File: src/shared/tcp_params.svh
/*
 timer constants and rule summary.
 assumes inclusion by bare name.
*/
// What this block does
// - a match sets its flag and drives its level on an enabled pin.
// - compare output pin latches are held low during reset.
// - compare interrupt needs compare interrupt enable and a clear cpu mask bit.
// - flag clears after a status read while set, then a low byte access.
// - a high byte write inhibits compare until the low byte write.
// - a disabled pin stays general i/o, but a match may still interrupt.
// - flag and pin update in the tick where counter equals compare value.
// - a force bit copies its level to an enabled pin, no flag or irq.
// - force bits are ignored in one pulse and pwm modes.
// - one pulse mode is selected by its bit in control two.
// - a trigger edge loads FFFC, drives level two, sets capture flag one, captures FFFD.
// - capture flag one from the trigger interrupts when capture interrupt is enabled.
// - in one pulse mode a compare one match drives level one, ending the pulse.
// - one pulse mode never sets compare flag one; compare two flags only.
// - one pulse mode reserves compare one and level two.
// - with both mode bits set only pwm mode operates.
// - in pulse modes capture one does not capture; capture two still works.
// - pwm compare values are double buffered until the period end.
// - in pwm mode pin one takes level one on match one, level two on match two.
// - in pwm mode the compare two match reloads the counter with FFFC.
// - pwm sets no compare flags; compare two match sets capture flag one.
// - reset loads each compare register with 8000.
`ifndef TCP_PARAMS_SVH
`define TCP_PARAMS_SVH
`define TCP_ADDR_W        4
`define TCP_A_CTRL_ONE    4'h0
`define TCP_A_CTRL_TWO    4'h1
`define TCP_A_STATUS      4'h2
`define TCP_A_CMP1_HI     4'h3
`define TCP_A_CMP1_LO     4'h4
`define TCP_A_CMP2_HI     4'h5
`define TCP_A_CMP2_LO     4'h6
`define TCP_A_CAP1_HI     4'h7
`define TCP_A_CAP1_LO     4'h8
`define TCP_A_CAP2_HI     4'h9
`define TCP_A_CAP2_LO     4'hA
`define TCP_A_CNT_HI      4'hB
`define TCP_A_CNT_LO      4'hC
`define TCP_CMP_RESET     16'h8000
`define TCP_CNT_RELOAD    16'hFFFC
`define TCP_CAP_PULSE     16'hFFFD
`define TCP_CTRL_RESET    8'h00
// control one bit positions
`define TCP_B_CAP_IE      7
`define TCP_B_CMP_IE      6
`define TCP_B_FORCE2      4
`define TCP_B_FORCE1      3
`define TCP_B_LVL2        2
`define TCP_B_EDGE1       1
`define TCP_B_LVL1        0
// control two bit positions
`define TCP_B_PIN_EN1     7
`define TCP_B_PIN_EN2     6
`define TCP_B_PULSE       5
`define TCP_B_PWM         4
`define TCP_B_CLK_HI      3
`define TCP_B_CLK_LO      2
`define TCP_B_EDGE2       1
`define TCP_B_EXT_EDGE    0
// status bit positions
`define TCP_B_CAPF1       7
`define TCP_B_CMPF1       6
`define TCP_B_CAPF2       4
`define TCP_B_CMPF2       3
`endif

File: src/shared/tcp_pkg.sv
/*
 types for the compare timer block.
 assumes tcp_params.svh on the include path.
*/
`include "tcp_params.svh"
package tcp_pkg;
    typedef enum logic [1:0]
    {
        TCP_MODE_CMP   = 2'b00,
        TCP_MODE_PULSE = 2'b01,
        TCP_MODE_PWM   = 2'b11
    } tcp_mode_e;
    typedef struct packed
    {
        logic [`TCP_ADDR_W-1:0] addr;
        logic [7:0]             wdata;
        logic                   wr;
        logic                   rd;
    } tcp_bus_s;
endpackage : tcp_pkg

File: src/logic/tcp_timer.sv
/*
 compare, one pulse and pwm timer with byte register port.
 assumes a cpu master with one-cycle strobes; pins are asynchronous.
*/
// Implementation choices: the strobed register port and the register addresses.
`timescale 1ns/1ps
`default_nettype none
`include "tcp_params.svh"
module tcp_timer
    import tcp_pkg::*;
(
    input  wire logic                   clock,
    input  wire logic                   rst_n,
    input  wire logic [`TCP_ADDR_W-1:0] addr,
    input  wire logic [7:0]             wdata,
    input  wire logic                   wr,
    input  wire logic                   rd,
    output logic      [7:0]             rdata,
    input  wire logic                   cpu_irq_mask,
    input  wire logic                   capture_input_one,
    input  wire logic                   capture_input_two,
    input  wire logic                   ext_clk_pin,
    output logic      [1:0]             compare_output_pin,
    output logic      [1:0]             compare_pin_enable,
    output logic                        timer_irq
);
    tcp_bus_s  bus;
    tcp_mode_e mode;
    logic [7:0]  timer_control_one;
    logic [7:0]  timer_control_two;
    logic [15:0] counter_reg;
    logic [15:0] compare_value_reg [2];
    logic [15:0] compare_active_reg [2];
    logic [1:0]  compare_inhibit_reg;
    logic [1:0]  compare_match_flag;
    logic [1:0]  capture_flag;
    logic [1:0]  flag_armed_cmp_reg;
    logic [1:0]  flag_armed_cap_reg;
    logic [15:0] capture_value_reg [2];
    logic [7:0]  cap_lo_latch_reg [2];
    logic [1:0]  capture_inhibit_reg;
    logic [1:0]  pin_reg;
    logic [2:0]  sync1_reg;
    logic [2:0]  sync2_reg;
    logic [1:0]  cap_prev_reg;
    logic [1:0]  cap_edge;
    logic [15:0] counter_next;
    logic [1:0]  match;
    logic [1:0]  lo_access;
    logic [1:0]  cap_lo_access;
    logic        tick;
    logic        status_read;
    logic        trig_pulse;
    logic        period_end;
    logic [7:0]  rdata_next;

    assign bus = '{addr: addr, wdata: wdata, wr: wr, rd: rd};

    // only pwm when both bits set one pulse by its bit
    assign mode = timer_control_two[`TCP_B_PWM] ? TCP_MODE_PWM :
                  (timer_control_two[`TCP_B_PULSE] ? TCP_MODE_PULSE : TCP_MODE_CMP);

    // pins are async; two flops before any logic reads them
    always_ff @(posedge clock)
    begin
        if (!rst_n)
        begin
            sync1_reg <= 3'h0;
            sync2_reg <= 3'h0;
        end
        else
        begin
            sync1_reg <= {ext_clk_pin, capture_input_two, capture_input_one};
            sync2_reg <= sync1_reg;
        end
    end

    always_ff @(posedge clock)
    begin
        if (!rst_n)
            cap_prev_reg <= 2'h0;
        else
            cap_prev_reg <= sync2_reg[1:0];
    end

    assign cap_edge[0] = timer_control_one[`TCP_B_EDGE1] ? (sync2_reg[0] & ~cap_prev_reg[0])
                                                        : (~sync2_reg[0] & cap_prev_reg[0]);
    assign cap_edge[1] = timer_control_two[`TCP_B_EDGE2] ? (sync2_reg[1] & ~cap_prev_reg[1])
                                                        : (~sync2_reg[1] & cap_prev_reg[1]);

    tcp_tick u_tick
    (
        .clock         (clock),
        .rst_n         (rst_n),
        .clk_sel       (timer_control_two[`TCP_B_CLK_HI:`TCP_B_CLK_LO]),
        .ext_edge_rise (timer_control_two[`TCP_B_EXT_EDGE]),
        .ext_clk       (sync2_reg[2]),
        .tick          (tick)
    );

    assign status_read = bus.rd && (bus.addr == `TCP_A_STATUS);
    assign lo_access[0] = (bus.rd || bus.wr) && (bus.addr == `TCP_A_CMP1_LO);
    assign lo_access[1] = (bus.rd || bus.wr) && (bus.addr == `TCP_A_CMP2_LO);
    assign cap_lo_access[0] = bus.rd && (bus.addr == `TCP_A_CAP1_LO);
    assign cap_lo_access[1] = bus.rd && (bus.addr == `TCP_A_CAP2_LO);
    assign trig_pulse = (mode == TCP_MODE_PULSE) && cap_edge[0];

    // compare on counter after the tick's increment
    assign counter_next = counter_reg + 16'h0001;
    assign match[0] = tick && !compare_inhibit_reg[0] && (counter_next == compare_active_reg[0]);
    assign match[1] = tick && !compare_inhibit_reg[1] && (counter_next == compare_active_reg[1]);
    assign period_end = (mode == TCP_MODE_PWM) && match[1];

    always_ff @(posedge clock)
    begin
        if (!rst_n)
            counter_reg <= `TCP_CNT_RELOAD;
        else if (trig_pulse)
            counter_reg <= `TCP_CNT_RELOAD;
        else if (bus.wr && bus.addr == `TCP_A_CNT_LO)
            counter_reg <= `TCP_CNT_RELOAD;
        else if (period_end)
            counter_reg <= `TCP_CNT_RELOAD;
        else if (tick)
            counter_reg <= counter_next;
    end

    always_ff @(posedge clock)
    begin
        if (!rst_n)
            timer_control_one <= `TCP_CTRL_RESET;
        else if (bus.wr && bus.addr == `TCP_A_CTRL_ONE)
            timer_control_one <= bus.wdata;
    end

    always_ff @(posedge clock)
    begin
        if (!rst_n)
            timer_control_two <= `TCP_CTRL_RESET;
        else if (bus.wr && bus.addr == `TCP_A_CTRL_TWO)
            timer_control_two <= bus.wdata;
    end

    genvar gi;
    generate
        for (gi = 0; gi < 2; gi++)
        begin : g_cmp
            localparam logic [`TCP_ADDR_W-1:0] A_HI = gi ? `TCP_A_CMP2_HI : `TCP_A_CMP1_HI;
            localparam logic [`TCP_ADDR_W-1:0] A_LO = gi ? `TCP_A_CMP2_LO : `TCP_A_CMP1_LO;
            logic set_cmp;
            logic set_cap;

            always_ff @(posedge clock)
            begin
                if (!rst_n)
                    compare_value_reg[gi] <= `TCP_CMP_RESET;
                else if (bus.wr && bus.addr == A_HI)
                    compare_value_reg[gi][15:8] <= bus.wdata;
                else if (bus.wr && bus.addr == A_LO)
                    compare_value_reg[gi][7:0] <= bus.wdata;
            end

            // pwm holds the active copy until period end
            always_ff @(posedge clock)
            begin
                if (!rst_n)
                    compare_active_reg[gi] <= `TCP_CMP_RESET;
                else if (mode != TCP_MODE_PWM || period_end)
                    compare_active_reg[gi] <= compare_value_reg[gi];
            end

            always_ff @(posedge clock)
            begin
                if (!rst_n)
                    compare_inhibit_reg[gi] <= 1'b0;
                else if (bus.wr && bus.addr == A_HI)
                    compare_inhibit_reg[gi] <= 1'b1;
                else if (bus.wr && bus.addr == A_LO)
                    compare_inhibit_reg[gi] <= 1'b0;
            end

            // no hw compare flags in pwm, flag one not in one pulse
            assign set_cmp = match[gi] && (mode == TCP_MODE_CMP || (mode == TCP_MODE_PULSE && gi == 1));

            // set wins over clear
            always_ff @(posedge clock)
            begin
                if (!rst_n)
                    compare_match_flag[gi] <= 1'b0;
                else if (set_cmp)
                    compare_match_flag[gi] <= 1'b1;
                else if (lo_access[gi] && flag_armed_cmp_reg[gi])
                    compare_match_flag[gi] <= 1'b0;
            end

            always_ff @(posedge clock)
            begin
                if (!rst_n)
                    flag_armed_cmp_reg[gi] <= 1'b0;
                else if (status_read && compare_match_flag[gi])
                    flag_armed_cmp_reg[gi] <= 1'b1;
                else if (lo_access[gi] || !compare_match_flag[gi])
                    flag_armed_cmp_reg[gi] <= 1'b0;
            end

            // capture one only in compare mode; pulse trigger and pwm end also set it
            if (gi == 0)
            begin : g_c1
                assign set_cap = (mode == TCP_MODE_CMP && cap_edge[0] && !capture_inhibit_reg[0])
                                 || trig_pulse || period_end;
            end
            else
            begin : g_c2
                assign set_cap = cap_edge[1] && !capture_inhibit_reg[1];
            end

            always_ff @(posedge clock)
            begin
                if (!rst_n)
                    capture_flag[gi] <= 1'b0;
                else if (set_cap)
                    capture_flag[gi] <= 1'b1;
                else if (cap_lo_access[gi] && flag_armed_cap_reg[gi])
                    capture_flag[gi] <= 1'b0;
            end

            always_ff @(posedge clock)
            begin
                if (!rst_n)
                    flag_armed_cap_reg[gi] <= 1'b0;
                else if (status_read && capture_flag[gi])
                    flag_armed_cap_reg[gi] <= 1'b1;
                else if (cap_lo_access[gi] || !capture_flag[gi])
                    flag_armed_cap_reg[gi] <= 1'b0;
            end

            always_ff @(posedge clock)
            begin
                if (!rst_n)
                    capture_value_reg[gi] <= 16'h0000;
                else if (gi == 0 && trig_pulse)
                    capture_value_reg[gi] <= `TCP_CAP_PULSE;
                else if (set_cap && !(gi == 0 && period_end))
                    capture_value_reg[gi] <= counter_reg;
            end

            // high byte read freezes the low byte and blocks capture till low read
            always_ff @(posedge clock)
            begin
                if (!rst_n)
                    capture_inhibit_reg[gi] <= 1'b0;
                else if (bus.rd && bus.addr == (gi ? `TCP_A_CAP2_HI : `TCP_A_CAP1_HI))
                    capture_inhibit_reg[gi] <= 1'b1;
                else if (cap_lo_access[gi])
                    capture_inhibit_reg[gi] <= 1'b0;
            end

            always_ff @(posedge clock)
            begin
                if (!rst_n)
                    cap_lo_latch_reg[gi] <= 8'h00;
                else if (!capture_inhibit_reg[gi])
                    cap_lo_latch_reg[gi] <= capture_value_reg[gi][7:0];
            end
        end
    endgenerate

    // pin latches low in reset
    always_ff @(posedge clock)
    begin
        if (!rst_n)
            pin_reg <= 2'b00;
        else
        begin
            unique case (mode)
                TCP_MODE_CMP:
                begin
                    if (match[0])
                        pin_reg[0] <= timer_control_one[`TCP_B_LVL1];
                    else if (timer_control_one[`TCP_B_FORCE1])
                        pin_reg[0] <= timer_control_one[`TCP_B_LVL1];
                    if (match[1])
                        pin_reg[1] <= timer_control_one[`TCP_B_LVL2];
                    else if (timer_control_one[`TCP_B_FORCE2])
                        pin_reg[1] <= timer_control_one[`TCP_B_LVL2];
                end
                TCP_MODE_PULSE: // force ignored, pin two idle
                begin
                    if (trig_pulse)
                        pin_reg[0] <= timer_control_one[`TCP_B_LVL2];
                    else if (match[0])
                        pin_reg[0] <= timer_control_one[`TCP_B_LVL1];
                end
                TCP_MODE_PWM:
                begin
                    if (match[1])
                        pin_reg[0] <= timer_control_one[`TCP_B_LVL2];
                    else if (match[0])
                        pin_reg[0] <= timer_control_one[`TCP_B_LVL1];
                end
                default:
                    pin_reg <= pin_reg;
            endcase
        end
    end

    // disabled pin stays general i/o
    assign compare_output_pin = pin_reg & compare_pin_enable;
    assign compare_pin_enable[0] = timer_control_two[`TCP_B_PIN_EN1];
    assign compare_pin_enable[1] = timer_control_two[`TCP_B_PIN_EN2] && (mode == TCP_MODE_CMP);

    // shared interrupt
    assign timer_irq = !cpu_irq_mask &&
                       ((timer_control_one[`TCP_B_CMP_IE] && |compare_match_flag) ||
                        (timer_control_one[`TCP_B_CAP_IE] && |capture_flag));

    always_comb
    begin
        rdata_next = 8'h00;
        unique case (bus.addr)
            `TCP_A_CTRL_ONE: rdata_next = timer_control_one;
            `TCP_A_CTRL_TWO: rdata_next = timer_control_two;
            `TCP_A_STATUS:   rdata_next = {capture_flag[0], compare_match_flag[0], 1'b0,
                                           capture_flag[1], compare_match_flag[1], 3'b000};
            `TCP_A_CMP1_HI:  rdata_next = compare_value_reg[0][15:8];
            `TCP_A_CMP1_LO:  rdata_next = compare_value_reg[0][7:0];
            `TCP_A_CMP2_HI:  rdata_next = compare_value_reg[1][15:8];
            `TCP_A_CMP2_LO:  rdata_next = compare_value_reg[1][7:0];
            `TCP_A_CAP1_HI:  rdata_next = capture_value_reg[0][15:8];
            `TCP_A_CAP1_LO:  rdata_next = cap_lo_latch_reg[0];
            `TCP_A_CAP2_HI:  rdata_next = capture_value_reg[1][15:8];
            `TCP_A_CAP2_LO:  rdata_next = cap_lo_latch_reg[1];
            `TCP_A_CNT_HI:   rdata_next = counter_reg[15:8];
            `TCP_A_CNT_LO:   rdata_next = counter_reg[7:0];
            default:         rdata_next = 8'h00;
        endcase
    end

    always_ff @(posedge clock)
    begin
        if (!rst_n)
            rdata <= 8'h00;
        else if (bus.rd)
            rdata <= rdata_next;
        else
            rdata <= 8'h00;
    end
endmodule : tcp_timer
`default_nettype wire

File: src/logic/tcp_tick.sv
/*
 timer tick generator: divides by 2, 4, 8 or follows an external clock edge.
 assumes ext_clk already synchronised to clock.
*/
`timescale 1ns/1ps
`default_nettype none
`include "tcp_params.svh"
module tcp_tick
    import tcp_pkg::*;
(
    input  wire logic       clock,
    input  wire logic       rst_n,
    input  wire logic [1:0] clk_sel,
    input  wire logic       ext_edge_rise,
    input  wire logic       ext_clk,
    output logic            tick
);
    logic [2:0] div_reg;
    logic       ext_prev_reg;
    logic       ext_hit;

    always_ff @(posedge clock)
    begin
        if (!rst_n)
            div_reg <= 3'h0;
        else
            div_reg <= div_reg + 3'h1;
    end

    always_ff @(posedge clock)
    begin
        if (!rst_n)
            ext_prev_reg <= 1'b0;
        else
            ext_prev_reg <= ext_clk;
    end

    assign ext_hit = ext_edge_rise ? (ext_clk & ~ext_prev_reg) : (~ext_clk & ext_prev_reg);

    always_comb
    begin
        unique case (clk_sel)
            2'b00: tick = (div_reg[1:0] == 2'h3);
            2'b01: tick = (div_reg == 3'h7);
            2'b10: tick = div_reg[0];
            2'b11: tick = ext_hit;
        endcase
    end
endmodule : tcp_tick
`default_nettype wire

File: config.mk
export PLATFORM = sky130hd
export DESIGN_NAME = tcp_timer
export DESIGN_NICKNAME = d
export VERILOG_FILES = /design/src/shared/tcp_pkg.sv /design/src/logic/tcp_timer.sv /design/src/logic/tcp_tick.sv
export VERILOG_INCLUDE_DIRS = /design/src /design/src/shared
export SDC_FILE = /design/constraint.sdc
export NUM_CORES = 1
export LEC_CHECK = 0
export ABC_AREA = 1
export BUFFER_PORTS_ARGS = -buffer_cell sky130_fd_sc_hd__buf_2
export CAP_MARGIN = 15
export CORE_MARGIN = 8
export CORE_UTILIZATION = 45
export DETAILED_ROUTE_END_ITERATION = 6
export HOLD_SLACK_MARGIN = 0.02
export PLACE_DENSITY_LB_ADDON = 0.12
export SLEW_MARGIN = 20
export SYNTH_ARGS = -nofsm -noshare
export SYNTH_HDL_FRONTEND = slang
export SYNTH_SLANG_ARGS = --single-unit
File: constraint.sdc
create_clock -name clock -period 6.3 [get_ports clock]
set_clock_uncertainty 0.2 [all_clocks]
set_input_delay 0.315 -clock clock [delete_from_list [all_inputs] [get_ports clock]]
set_output_delay 0.315 -clock clock [all_outputs]
set_load 0.05 [all_outputs]
Word-level counts from Yosys, hierarchy flattened. Memories as Yosys holds them, arrays and structs flattened. Index checks and enable logic that the tools add are counted.

Flip-flop bits (word level): 66. Bits in writable memories: 112. Output and inout port bits: 13. Memories: 4.

Memory list: capture_value_reg (words 2, width 16, read ports 2, clocked after Yosys merged registers in 0, write ports 2, RTL line tcp_timer.sv:39) `logic [15:0] capture_value_reg [2];`; compare_active_reg (words 2, width 16, read ports 2, clocked after Yosys merged registers in 0, write ports 2, RTL line tcp_timer.sv:33) `logic [15:0] compare_active_reg [2];`; compare_value_reg (words 2, width 16, read ports 2, clocked after Yosys merged registers in 0, write ports 2, RTL line tcp_timer.sv:32) `logic [15:0] compare_value_reg [2];`; cap_lo_latch_reg (words 2, width 8, read ports 2, clocked after Yosys merged registers in 0, write ports 2, RTL line tcp_timer.sv:40) `logic [7:0] cap_lo_latch_reg [2];`.

$add $sub $neg: 2. Equality and inequality tests: 23. Multiplexer cells: 84. Bitwise logic cells: 25. Reduce and logical (&&, ||, !) cells: 81.

Operators by type and width (count): one-hot mux 8 bit (13 select lines) (1); 2-to-1 mux 16 bit (5); 2-to-1 mux 1 bit (69); 2-to-1 mux 8 bit (6); logical AND 1 bit (38); == test 16 bit (2); nonzero test 2 bit (13); == test 4 bit (second input constant) (5); adder 16 x 1 -> 16 bit (second input constant) (1); == test 4 x 3 -> 1 bit (second input constant) (4); bitwise OR 1 bit (11); logical NOT 1 bit (10); logical OR 1 bit (10); == test 2 bit (second input constant) (4); == test 4 x 2 -> 1 bit (second input constant) (2); inverter 1 bit (7); AND 1 bit (6); AND reduction 2 bit (3); == test 2 x 1 -> 1 bit (second input constant) (2); == test 4 x 1 -> 1 bit (second input constant) (1); logical NOT 2 bit (2); logical NOT 4 bit (1); one-hot mux 1 bit (4 select lines) (1); OR reduction 2 bit (2); 9 further kinds (9).

Longest topological paths before layout. Gate-level depths: netlist of the first run.

Depth after elaboration: 14. Gate-level depth with buffers: 19. Gate-level depth less buffers: 19.

Modules after synthesis. A second synthesis of the first run with hierarchy kept.

Cell total of the unflattened synthesis: 973. Area total of the unflattened synthesis: 8443.1 sq um.

By module, submodules not included: tcp_timer (instances 1, cells each 945, area an instance 8249.2 sq um, seq. area each 4604.4 sq um); tcp_tick (instances 1, cells each 28, area an instance 193.9 sq um, seq. area each 80.1 sq um).

Worst setup path after synthesis of the first run. No wires, ideal clock.

Path kind: reg-to-reg. Start point: reg counter_reg[0]. End point: mem compare_active_reg[0][0], enable pin. Library setup time: 561 ps. Arrival: 2291 ps. Required time: 5539 ps. Setup slack: 3248 ps. Cell stages (with the launch flop): 13. Clock period less this slack: 3052 ps. Cell sequence: dfxtp_1 ha_1 nand2_1 nor2_4 nand3b_1 nand2_1 nand2_2 nor2_1 nor2_1 nand2_1 nor2_4 nand2_2 nand3_1.

RTL lines: start: declaration (RTL line tcp_timer.sv:31) `logic [15:0] counter_reg;`; start signal: assignment (RTL line tcp_timer.sv:117) `` counter_reg <= `TCP_CNT_RELOAD; ``; start signal: assignment (RTL line tcp_timer.sv:119) `` counter_reg <= `TCP_CNT_RELOAD; ``; start signal: assignment (RTL line tcp_timer.sv:121) `` counter_reg <= `TCP_CNT_RELOAD; ``; end: declaration (RTL line tcp_timer.sv:33).

==> impl_metrics.py, run 1 <==
metrics = {
    "power": {
        "cellPowerDensity_nw_per_um2": 274,
        "total_leakage_power_nw": 4.17,
        "peakVddDrop_mv": 0.180,
    },
    "sta": {
        "final-setup-viol-count": 0,
        "slew_viol_final": 0,
        "fmax_mhz": 278,
        "final_period_minus_worst_setup_slack_ns": 3.60,
        "tightestPinTransition_ns": 0.882,
        "finalSetupTns_ns": 0,
        "timing_hold_violations_final": 0,
        "grt_setup_unrepaired": "false",
        "fin_crit_sh": 0.572,
        "worst_slew_margin_rel": 0.410,
    },
    "clocking": {
        "ctsLongestPathBuffers": 2,
        "cts.root.buffer_cell": "sky130_fd_sc_hd__clkbuf_16",
        "clock_sinks": 178,
        "ctsResizeCount": 0,
        "cts_tree": "built",
        "clkSlewWorstSetupHoldPaths_ns": 0.07,
        "h-tree-depth": 4,
        "numCtsBuffers": 17,
        "clkLatencyLatePin_ns": 0.43,
    },
    "drt": {
        "postRouteAntennaNets": 0,
        "finalWirelength_um": 23300,
        "drt-pass1-iter-count": 5,
        "route.vias.total": 6590,
        "drt_iter0_drc": 581,
        "wire_per_inst_um": 18.8,
        "drc": 0,
        "vias_per_cell": 5.30,
    },
    "yosys": {
        "yosysUniqueCellTypes": 46,
        "synth_fp_nets": 979,
        "number_of_flops_mapped_to_enable_cells_by_yosys": 112,
        "postSynth.asyncResetShare": 0,
        "syn-mean-instance-area_sq_um": 9.03,
        "synth_ff_type": "sky130_fd_sc_hd__edfxtp_1",
        "synth.ff_latch_count": 178,
        "netlist_area_sq_um": 8630,
        "register_area_share_after_synthesis": 0.543,
        "post_synth_inst_count": 956,
        "synthesis.yosys.warnings": 0,
    },
    "run": {
        "cap_violations": 0,
    },
    "cells_and_area": {
        "diodes": 0,
        "number_of_fillers_in_the_final_layout": 1760,
        "drive_gt1_frac": 0.146,
        "multi_input_comb_area_sq_um": 3190,
        "final-instance-count-excl-fill": 1244,
        "areaGrowthSynthToFinish_pct": 11.4,
        "area.sequential_sq_um": 4680,
        "finish.net_count": 1020,
    },
    "die": {
        "chipHeight_um": 154,
        "fp.coreArea_sq_um": 18800,
        "die_boundary_width_um": 154,
        "ios": 33,
        "dieArea_sq_um": 23900,
        "placementRows": 50,
        "floorplan.initialDensity": 0.460,
    },
    "grt": {
        "grt_max_degree": 45,
        "grt_first_pass_wirelength_um": 35900,
        "grt_util_all_layers": 0.198,
        "grt_overflow": 0,
        "first_global_vias": 6251,
        "initial_antenna_violation_count": 0,
    },
    "critical_path": {
        "setup.worst_path.start_class": "flop",
        "crit_required_ns": 6.40,
        "timing.critical_path.slowest_stage_cell": "sky130_fd_sc_hd__nand2_4",
        "crit_path_frequent_cell": "sky130_fd_sc_hd__nand2_1",
        "endpoint_kind": "flop",
        "path_cells": "ha_1 > ha_1 > nand2_1 > nand3_1 > nand2_2 > clkinv_1 > nand2_1 > nor2_1 > nand2_1 > nor2_4 > nand2_2 > nand2_4 > nand2_4 > inv_1 > nand2_1",
        "cp_top_family": "simple AND/OR/NAND/NOR gates",
        "path_max_fanout": 31,
        "critPathArrivalTime_ns": 3.70,
        "cp_slowest_stage_delay_ns": 0.61,
        "critPathBufInv": 2,
        "critical_setup_path_kind": "reg2reg",
    },
    "run_status": {
        "run_status": "completed",
    },
    "min_path": {
        "worst_hold_check_path_type": "in2reg",
    },
    "placed_design": {
        "placed_cells": 1203,
        "finalWeightedCongestion": 0.892,
        "port_buf_inserts": 32,
        "dpl.hpwl_um": 17400,
    },
}
## synth_stat cells (3+ instances only)
library cell,count,area share
sky130_fd_sc_hd__a21oi_1,32,0.019
sky130_fd_sc_hd__a221oi_1,20,0.020
sky130_fd_sc_hd__a41oi_1,3,0.0030
sky130_fd_sc_hd__buf_12,3,0.0070
sky130_fd_sc_hd__clkbuf_1,15,0.0065
sky130_fd_sc_hd__clkinv_1,3,0.0013
sky130_fd_sc_hd__dfxtp_1,66,0.15
sky130_fd_sc_hd__edfxtp_1,112,0.39
sky130_fd_sc_hd__ha_1,3,0.0044
sky130_fd_sc_hd__inv_1,154,0.067
sky130_fd_sc_hd__nand2_1,179,0.078
sky130_fd_sc_hd__nand2_2,11,0.0080
sky130_fd_sc_hd__nand2_4,4,0.0052
sky130_fd_sc_hd__nand3_1,53,0.031
sky130_fd_sc_hd__nand3_2,3,0.0035
sky130_fd_sc_hd__nand3b_1,13,0.011
sky130_fd_sc_hd__nand4_1,8,0.0058
sky130_fd_sc_hd__nor2_1,124,0.054
sky130_fd_sc_hd__nor2_2,12,0.0087
sky130_fd_sc_hd__nor2_4,29,0.038
sky130_fd_sc_hd__o211ai_1,5,0.0044
sky130_fd_sc_hd__o211ai_2,10,0.014
sky130_fd_sc_hd__o21ai_0,43,0.025
sky130_fd_sc_hd__o22ai_1,19,0.014
sky130_fd_sc_hd__or2_2,4,0.0029
## cell usage in the layout, fill, tap and decap left out, types with 4 or more instances in the layout
| master | count |
|---|---|
| sky130_fd_sc_hd__nand2_1 | 179 |
| sky130_fd_sc_hd__inv_1 | 154 |
| sky130_fd_sc_hd__nor2_1 | 124 |
| sky130_fd_sc_hd__edfxtp_1 | 112 |
| sky130_fd_sc_hd__dfxtp_1 | 66 |
| sky130_fd_sc_hd__nand3_1 | 53 |
| sky130_fd_sc_hd__o21ai_0 | 40 |
| sky130_fd_sc_hd__a21oi_1 | 32 |
| sky130_fd_sc_hd__buf_2 | 32 |
| sky130_fd_sc_hd__nor2_4 | 29 |
| sky130_fd_sc_hd__a221oi_1 | 20 |
| sky130_fd_sc_hd__o22ai_1 | 19 |
| sky130_fd_sc_hd__clkbuf_16 | 17 |
| sky130_fd_sc_hd__nand3b_1 | 13 |
| sky130_fd_sc_hd__nor2_2 | 12 |
| sky130_fd_sc_hd__nand2_2 | 11 |
| sky130_fd_sc_hd__o211ai_2 | 10 |
| sky130_fd_sc_hd__dlygate4sd3_1 | 9 |
| sky130_fd_sc_hd__nand4_1 | 8 |
| sky130_fd_sc_hd__inv_6 | 6 |
| sky130_fd_sc_hd__o211ai_1 | 5 |
| sky130_fd_sc_hd__buf_4 | 5 |
| sky130_fd_sc_hd__o21ai_1 | 4 |
| sky130_fd_sc_hd__nand2_4 | 4 |
| sky130_fd_sc_hd__or2_2 | 4 |
| sky130_fd_sc_hd__clkinvlp_4 | 4 |
## final cells by class
cell class,instances,share of cell area
sequential,178,0.487
clock buffer,18,0.0446
clock inverter,14,0.0138
tap,234,0.0304
timing repair buffer,46,0.0299
inverter,159,0.0621
multi-input combinational,595,0.332
## kinds of logic after synthesis
logic type                 count (synthesis)  synth area share
DFF                                      178             0.543
adders and majority gates                  3           0.00435
AOI/OAI and AO/OA                        145             0.111
and+or+nand+nor                          445             0.251
buffers and inverters                    183            0.0871
xor gates and xnor gates                   2           0.00362
## routing by layer
metal,vias up,wire [um],GRT usage,share of wire
li1,3247,-,-,-
met1,3071,10500,0.265,0.45
met2,235,10500,0.303,0.45
met3,37,1590,0.0446,0.068
met4,0,793,0.0868,0.034
met5,-,0,0,0
## what timing repair did
action / CTS / global route
hold buffers: 9 / 0
buffers inserted: 0 / 0
setup endpoints to repair: 0 / 0
endpoints found under the hold margin: 12 / 0
## path summary, 6_finish.rpt
kind / startpoint / cells past startpoint / slack (ns) / endpoint
setup / recovery: u_tick.div_reg[0] / 15 / 2.70 / compare_active_reg[0][15]
hold / removal: wdata[2] / 3 / 0.03 / timer_control_one[2]
setup reg to reg: u_tick.div_reg[0] / 15 / 2.70 / compare_active_reg[0][15]
hold reg to reg: sync1_reg[0] / 2 / 0.21 / sync2_reg[0]
## metrics by stage
step           hold WS [ns]  utilization  power, W  worst slack [ns]  area [sq um]
6_report             0.0321        0.512   0.00263              2.70          9620
5_1_grt              0.0487        0.512   0.00273              2.46          9620
4_1_cts              0.0260        0.512   0.00265              2.71          9620
3_5_place_dp          0.199        0.478   0.00163              2.73          8960
3_3_place_gp          0.193        0.478   0.00163              2.80          8960
2_1_floorplan         0.190            -   0.00154              3.25          8630
## worst register-to-register path: cells and delay by family, from the launching register on
| kind | cells | cell delay, ns |
|---|---|---|
| simple gates | 11 | 1.81 |
| flops | 1 | 0.33 |
| buf+inv | 2 | 0.73 |
| fa+ha+maj | 2 | 0.40 |
## report_power, final
group / switching, W / internal (W)
clock network: 0.000503 / 0.000524
registers: 0.0000359 / 0.00130
logic: 0.000191 / 0.0000792
total: 0.000730 / 0.00191
(Power assumes the default switching activity.)
==> run 2, diff against run 1 <==
==> constraint.sdc (replaced) <==
create_clock -name clock -period 3.71 [get_ports clock]
set_clock_uncertainty 0.2 [all_clocks]
set_input_delay 0.1855 -clock clock [delete_from_list [all_inputs] [get_ports clock]]
set_output_delay 0.1855 -clock clock [all_outputs]
set_load 0.05 [all_outputs]
==> run 2 against run 1 <==
Die area unchanged. Power increased by 70%. Combinational power increased by 74%. Critical path depth decreased by 2. Worst hold slack improved by 0.068 ns. Worst setup slack got worse by 2.0 ns. Critical endpoint is now compare_active_reg[1][6]. Largest power group unchanged.
==> impl_metrics.py, run 2 (same netlist as run 1, synthesis figures left out) <==
metrics = {
    "min_path": {
        "min_from": "rst_n",
        "timing.hold.worst_path_depth": 4,
        "worst_hold_check_path_type": "in2reg",
        "hold_end": "sync2_reg[1]",
    },
    "cells_and_area": {
        "finish.net_count": 1034,
        "layout.core_utilization": 0.520,
        "areaGrowthSynthToFinish_pct": 13.1,
        "area.sequential_sq_um": 4680,
        "drive_gt1_frac": 0.149,
        "layout_commonest_cell": "sky130_fd_sc_hd__nand2_1",
        "final_design_area_no_fill_sq_um": 9760,
        "multi_input_comb_area_sq_um": 3190,
        "number_of_fillers_in_the_final_layout": 1755,
        "mostFrequentLayoutCells": "179 x sky130_fd_sc_hd__nand2_1, 154 x sky130_fd_sc_hd__inv_1, 124 x sky130_fd_sc_hd__nor2_1",
        "diodes": 0,
    },
    "critical_path": {
        "timing.rr.start": "counter_reg[0]",
        "cp_slowest_stage_delay_ns": 0.48,
        "r2r.worst_path.cells": 13,
        "slack_of_the_worst_reg_to_reg_path_ns": 0.72,
        "crit_path_frequent_cell": "sky130_fd_sc_hd__nand2_1",
        "cp_top_family": "simple AND/OR/NAND/NOR gates",
        "path_cells": "ha_1 > nand2_1 > nor2_4 > nand4_1 > nand2_1 > nand2_1 > nand4_1 > nor2_2 > nand2_2 > nand2_4 > nand2_4 > buf_12 > nor2_4",
        "endpoint_kind": "flop",
        "timing.critical_path.slowest_stage_cell": "sky130_fd_sc_hd__dfxtp_1",
        "r2r-end": "compare_active_reg[1][6]",
        "critPathBufInv": 1,
        "critical_setup_path_kind": "reg2reg",
        "path_max_fanout": 16,
        "crit_required_ns": 3.69,
        "critPathArrivalTime_ns": 2.97,
        "setup.worst_path.start_class": "flop",
    },
    "drt": {
        "vias_per_cell": 5.38,
        "route.vias.total": 6770,
        "drt_iter0_drc": 612,
        "drc": 0,
        "drt-pass1-iter-count": 5,
        "wire_per_inst_um": 18.9,
        "postRouteAntennaNets": 0,
        "finalWirelength_um": 23700,
    },
    "grt": {
        "grt_max_degree": 44,
        "initial_antenna_violation_count": 0,
        "grt_first_pass_wirelength_um": 36700,
        "first_global_vias": 6311,
        "grt_util_all_layers": 0.203,
        "grt_overflow": 0,
    },
    "sta": {
        "finalSetupTns_ns": 0,
        "final_period_minus_worst_setup_slack_ns": 2.99,
        "grt_setup_unrepaired": "false",
        "tightestPinTransition_ns": 0.890,
        "slew_viol_final": 0,
        "final-setup-viol-count": 0,
        "worst_slew_margin_rel": 0.404,
        "fmax_mhz": 335,
        "fin_crit_sh": 0.805,
        "timing_hold_violations_final": 0,
        "whs_ns": 0.100,
    },
    "clocking": {
        "clkLatencyLatePin_ns": 0.44,
        "h-tree-depth": 4,
        "cts.root.buffer_cell": "sky130_fd_sc_hd__clkbuf_16",
        "ctsLongestPathBuffers": 2,
        "cts_tree": "built",
        "postCtsSetupBuffers": 0,
        "clkSlewWorstSetupHoldPaths_ns": 0.08,
        "clock_sinks": 178,
        "numCtsBuffers": 17,
    },
    "die": {
        "floorplan.initialDensity": 0.460,
        "ios": 33,
        "dieArea_sq_um": 23900,
        "fp.coreArea_sq_um": 18800,
        "placementRows": 50,
        "chipHeight_um": 154,
        "die_boundary_width_um": 154,
    },
    "power": {
        "seqPwrFrac": 0.506,
        "total_leakage_power_nw": 4.25,
        "cellPowerDensity_nw_per_um2": 460,
        "power.switching_w": 0.00125,
        "cellInternalPower_w": 0.00324,
        "peakVddDrop_mv": 0.307,
        "power_share_of_the_combinational_group": 0.105,
        "power.clock.fraction": 0.389,
        "power.total_w": 0.00449,
        "switching_share": 0.278,
    },
    "placed_design": {
        "finalWeightedCongestion": 0.870,
        "placed_area_sq_um": 9010,
        "dpl.hpwl_um": 17600,
        "port_buf_inserts": 32,
    },
    "run_status": {
        "run_status": "completed",
    },
    "run": {
        "cap_violations": 0,
    },
}
-- run 2: cell types whose count changed in the layout (fill, tap and decap cells not counted), sizes merged --
cell and delta:
dlygate4sd3 +9, buf +5, clkinv +5, clkinvlp -4, clkbuf -1
-- run 2: worst max-delay path by stage --
stage,from,end,slack [ns],cells after the start
after floorplan,counter_reg[0],compare_active_reg[0][0],0.66,12
after global placement,counter_reg[0],compare_active_reg[0][6],0.83,15
after detailed placement,counter_reg[0],compare_active_reg[0][6],0.77,15
after CTS,counter_reg[0],compare_active_reg[0][14],0.74,15
after global routing,counter_reg[0],compare_active_reg[1][6],0.48,15
final,counter_reg[0],compare_active_reg[1][6],0.72,13
-- run 2: final cells by class --
| type | count | area share |
|---|---|---|
| timing repair buffer | 60 | 0.0438 |
| sequential | 178 | 0.480 |
| clock buffer | 17 | 0.0436 |
| tap | 234 | 0.0300 |
| clock inverter | 15 | 0.0142 |
| inverter | 159 | 0.0612 |
| multi-input combinational | 595 | 0.327 |
-- run 2: worst register-to-register path, delay by kind of cell (launching register included) --
kind,cells,cell delay (ns)
simple gates,11,1.55
flops,1,0.48
buf+inv,1,0.27
fa+ha+maj,1,0.24
-- run 2: through the flow --
stage	setup slack [ns]	cells
after global placement	0.834	1208
after global routing	0.484	1258
after floorplan	0.658	956
after CTS	0.742	1258
final	0.725	1258
after detailed placement	0.766	1208
-- run 2: timing repair --
item / CTS / global route
hold buffers: 18 / 0
hold endpoints to repair: 55 / 0
gates resized for setup: 0 / 0
-- run 2: power by group through the flow --
stage / registers (W) / logic (W) / clock network (W)
detailed placement: 0.00231 / 0.000458 / 0
global route: 0.00228 / 0.000518 / 0.00185
global placement: 0.00231 / 0.000456 / 0
finish: 0.00227 / 0.000469 / 0.00175
CTS: 0.00227 / 0.000470 / 0.00177
floorplan: 0.00230 / 0.000319 / 0
-- run 2: routing by layer --
| metal | wire length [um] | part of all wire | global-route usage |
|---|---|---|---|
| met1 | 10600 | 0.45 | 0.274 |
| met2 | 10500 | 0.44 | 0.304 |
| met3 | 1630 | 0.069 | 0.0468 |
| met4 | 979 | 0.041 | 0.0933 |
| met5 | 0 | 0 | 0 |
==> run 3, diff against run 2 <==
--- a/config.mk
+++ b/config.mk
@@ -6,7 +6,7 @@
 export SDC_FILE = /design/constraint.sdc
 export NUM_CORES = 1
 export LEC_CHECK = 0
-export ABC_AREA = 1
+export ABC_AREA = 0
 export BUFFER_PORTS_ARGS = -buffer_cell sky130_fd_sc_hd__buf_2
 export CAP_MARGIN = 15
 export CORE_MARGIN = 8
==> constraint.sdc (replaced) <==
create_clock -name clock -period 3.1 [get_ports clock]
set_clock_uncertainty 0.2 [all_clocks]
set_input_delay 0.155 -clock clock [delete_from_list [all_inputs] [get_ports clock]]
set_output_delay 0.155 -clock clock [all_outputs]
set_load 0.05 [all_outputs]
==> run 3 against run 2 <==
Flip-flop and latch count stayed put. Worst hold slack improved by 0.0084 ns. Clock power is 23% higher. Fmax is 1.2% lower. Worst setup slack got worse by 0.65 ns. Die area increased by 3.6%. First-iteration DRC count increased by 17%. Count of clock-buffer cells in the layout is 2 higher. Sequential share of layout area decreased by 3.6 points. Cell area grew 8.1%. Highest routed layer unchanged. Register-to-register slack got worse by 0.65 ns. Critical path depth shrank 3.
==> impl_metrics.py, run 3 <==
metrics = {
    "run_status": {
        "run_status": "completed",
    },
    "drt": {
        "postRouteAntennaNets": 0,
        "drc": 0,
        "finalWirelength_um": 28300,
        "wire_per_inst_um": 23.3,
        "drt-pass1-iter-count": 6,
        "drt_iter0_drc": 717,
        "route.vias.total": 6997,
        "vias_per_cell": 5.77,
    },
    "yosys": {
        "synth_area_leader_cell": "sky130_fd_sc_hd__edfxtp_1",
        "synth_fp_nets": 886,
        "register_area_share_after_synthesis": 0.522,
        "netlist_area_sq_um": 8970,
        "synth_area_leaders": "sky130_fd_sc_hd__edfxtp_1 37%, sky130_fd_sc_hd__dfxtp_1 15%, sky130_fd_sc_hd__and2_1 6.5%",
        "syn-mean-instance-area_sq_um": 10.4,
        "synth_ff_type": "sky130_fd_sc_hd__edfxtp_1",
        "yosysUniqueCellTypes": 70,
        "post-synth-top-area-fraction": 0.375,
        "postSynth.asyncResetShare": 0,
        "post_synth_inst_count": 863,
        "top_count_cell_post_synth": "sky130_fd_sc_hd__edfxtp_1",
        "synth.ff_latch_count": 178,
        "synthesis.yosys.warnings": 0,
        "number_of_flops_mapped_to_enable_cells_by_yosys": 112,
        "synth.cells.most_frequent": "112 x sky130_fd_sc_hd__edfxtp_1, 93 x sky130_fd_sc_hd__and2_1, 79 x sky130_fd_sc_hd__nand2_1, 66 x sky130_fd_sc_hd__dfxtp_1, 40 x sky130_fd_sc_hd__nor2b_1",
    },
    "placed_design": {
        "port_buf_inserts": 32,
        "finalWeightedCongestion": 0.985,
        "placed_area_sq_um": 9720,
        "dpl.hpwl_um": 21300,
    },
    "sta": {
        "worst_slew_margin_rel": 0.520,
        "tightestPinTransition_ns": 0.714,
        "fin_crit_sh": 0.975,
        "timing_hold_violations_final": 0,
        "final_period_minus_worst_setup_slack_ns": 3.02,
        "whs_ns": 0.108,
        "fmax_mhz": 331,
        "final-setup-viol-count": 0,
        "slew_viol_final": 0,
    },
    "power": {
        "power.total_w": 0.00530,
        "seqPwrFrac": 0.513,
        "switching_share": 0.261,
        "total_leakage_power_nw": 4.23,
        "power.clock.fraction": 0.408,
        "power_share_of_the_combinational_group": 0.080,
        "power.switching_w": 0.00138,
        "peakVddDrop_mv": 0.380,
        "cellInternalPower_w": 0.00391,
        "cellPowerDensity_nw_per_um2": 502,
    },
    "grt": {
        "initial_antenna_violation_count": 0,
        "first_global_vias": 6743,
        "grt_overflow": 0,
        "grt_first_pass_wirelength_um": 42100,
        "grt_max_degree": 54,
        "grt_util_all_layers": 0.233,
    },
    "cells_and_area": {
        "drive_gt1_frac": 0.169,
        "diodes": 0,
        "layout_commonest_cell": "sky130_fd_sc_hd__edfxtp_1",
        "number_of_fillers_in_the_final_layout": 1773,
        "areaGrowthSynthToFinish_pct": 17.6,
        "mostFrequentLayoutCells": "112 x sky130_fd_sc_hd__edfxtp_1, 93 x sky130_fd_sc_hd__and2_1, 78 x sky130_fd_sc_hd__nand2_1",
        "finish.net_count": 957,
        "final_design_area_no_fill_sq_um": 10600,
    },
    "die": {
        "dieArea_sq_um": 24700,
        "die_boundary_width_um": 157,
        "fp.coreArea_sq_um": 19500,
        "floorplan.initialDensity": 0.460,
        "chipHeight_um": 157,
        "placementRows": 51,
        "ios": 33,
    },
    "run": {
        "cap_violations": 0,
    },
    "critical_path": {
        "timing.critical_path.slowest_stage_cell": "sky130_fd_sc_hd__or4_4",
        "endpoint_kind": "flop",
        "critical_setup_path_kind": "reg2reg",
        "setup.worst_path.start_class": "flop",
        "path_cells": "nand4_1 > or4_4 > or3_1 > o2111ai_1 > nor4_4 > buf_4 > nor2b_4 > nor2b_4 > buf_4 > and2_1",
        "critPathArrivalTime_ns": 3.01,
        "cp_slowest_stage_delay_ns": 0.52,
        "path_max_fanout": 6,
        "crit_required_ns": 3.09,
    },
    "clocking": {
        "cts_tree": "built",
        "clkSlewWorstSetupHoldPaths_ns": 0.07,
        "clkLatencyLatePin_ns": 0.44,
        "clock_sinks": 178,
        "numCtsBuffers": 17,
        "ctsLongestPathBuffers": 2,
        "cts.root.buffer_cell": "sky130_fd_sc_hd__clkbuf_16",
        "h-tree-depth": 4,
    },
    "min_path": {
        "worst_hold_check_path_type": "in2reg",
    },
}
## run 3: kinds of logic (layout without fill, tap and decap cells)
kind of cell,Yosys count,in the layout,share of synthesized area
AO/OA/AOI/OAI,146,146,0.110
AND/OR/NAND/NOR,385,385,0.239
buffers and inverters,69,153,0.0351
multiplexers,33,33,0.0389
adder cells (fa/ha/maj),3,3,0.00418
flip-flops,178,178,0.522
XOR/XNOR,49,49,0.0509
## run 3: cell type report
type	count	area (sq um)	share of cell area
well taps	265	332	0.0314
clock buffers	19	454	0.0430
repair buffers	111	858	0.0813
multi-input cells	616	4050	0.384
inverters	10	37.5	0.00356
clock inverters	13	135	0.0128
flip-flops and latches	178	4690	0.444
## run 3: worst max-delay path: cells and delay by family, from the launching register on
family / cells / cell delay, ns
compound gates: 1 / 0.16
buf+inv: 2 / 0.32
flops: 1 / 0.48
simple gates: 7 / 1.61
## run 3: path summary, 6_finish.rpt
path,from,end,slack [ns],cells past startpoint
setup / recovery,counter_reg[2],compare_active_reg[1][6],0.08,10
hold / removal,addr[2],rdata[0],0.11,4
setup reg to reg,counter_reg[2],compare_active_reg[1][6],0.08,10
hold reg to reg,sync1_reg[1],sync2_reg[1],0.24,1
## run 3: routing by layer
| metal | up-vias | GRT usage | wire, um |
|---|---|---|---|
| li1 | 3229 | - | - |
| met1 | 3389 | 0.310 | 12200 |
| met2 | 330 | 0.356 | 12700 |
| met3 | 49 | 0.0595 | 2360 |
| met4 | 0 | 0.0970 | 1030 |
| met5 | - | 0 | 0 |
## run 3: metrics by stage
step	util	cells	worst slack, ns	TNS [ns]
after global routing	0.540	1212	-0.0112	-0.0112
after floorplan	-	863	0.0969	0
after CTS	0.535	1208	0.0239	0
final	0.540	1212	0.0771	0
after detailed placement	0.498	1162	0.0323	0
after global placement	0.498	1162	0.0493	0
## run 3: power by group through the flow
stage	registers (W)	clock network (W)	logic (W)
after CTS	0.00271	0.00220	0.000412
after floorplan	0.00272	0	0.000257
after global routing	0.00272	0.00228	0.000454
final	0.00271	0.00216	0.000422
after global placement	0.00276	0	0.000393
after detailed placement	0.00276	0	0.000397
## run 3: what timing repair did
action,in CTS,in global routing
buffers inserted,0,4
endpoints found under the setup margin,0,67
hold buffers,14,0
resized for setup,0,15
endpoints found under the hold margin,60,0
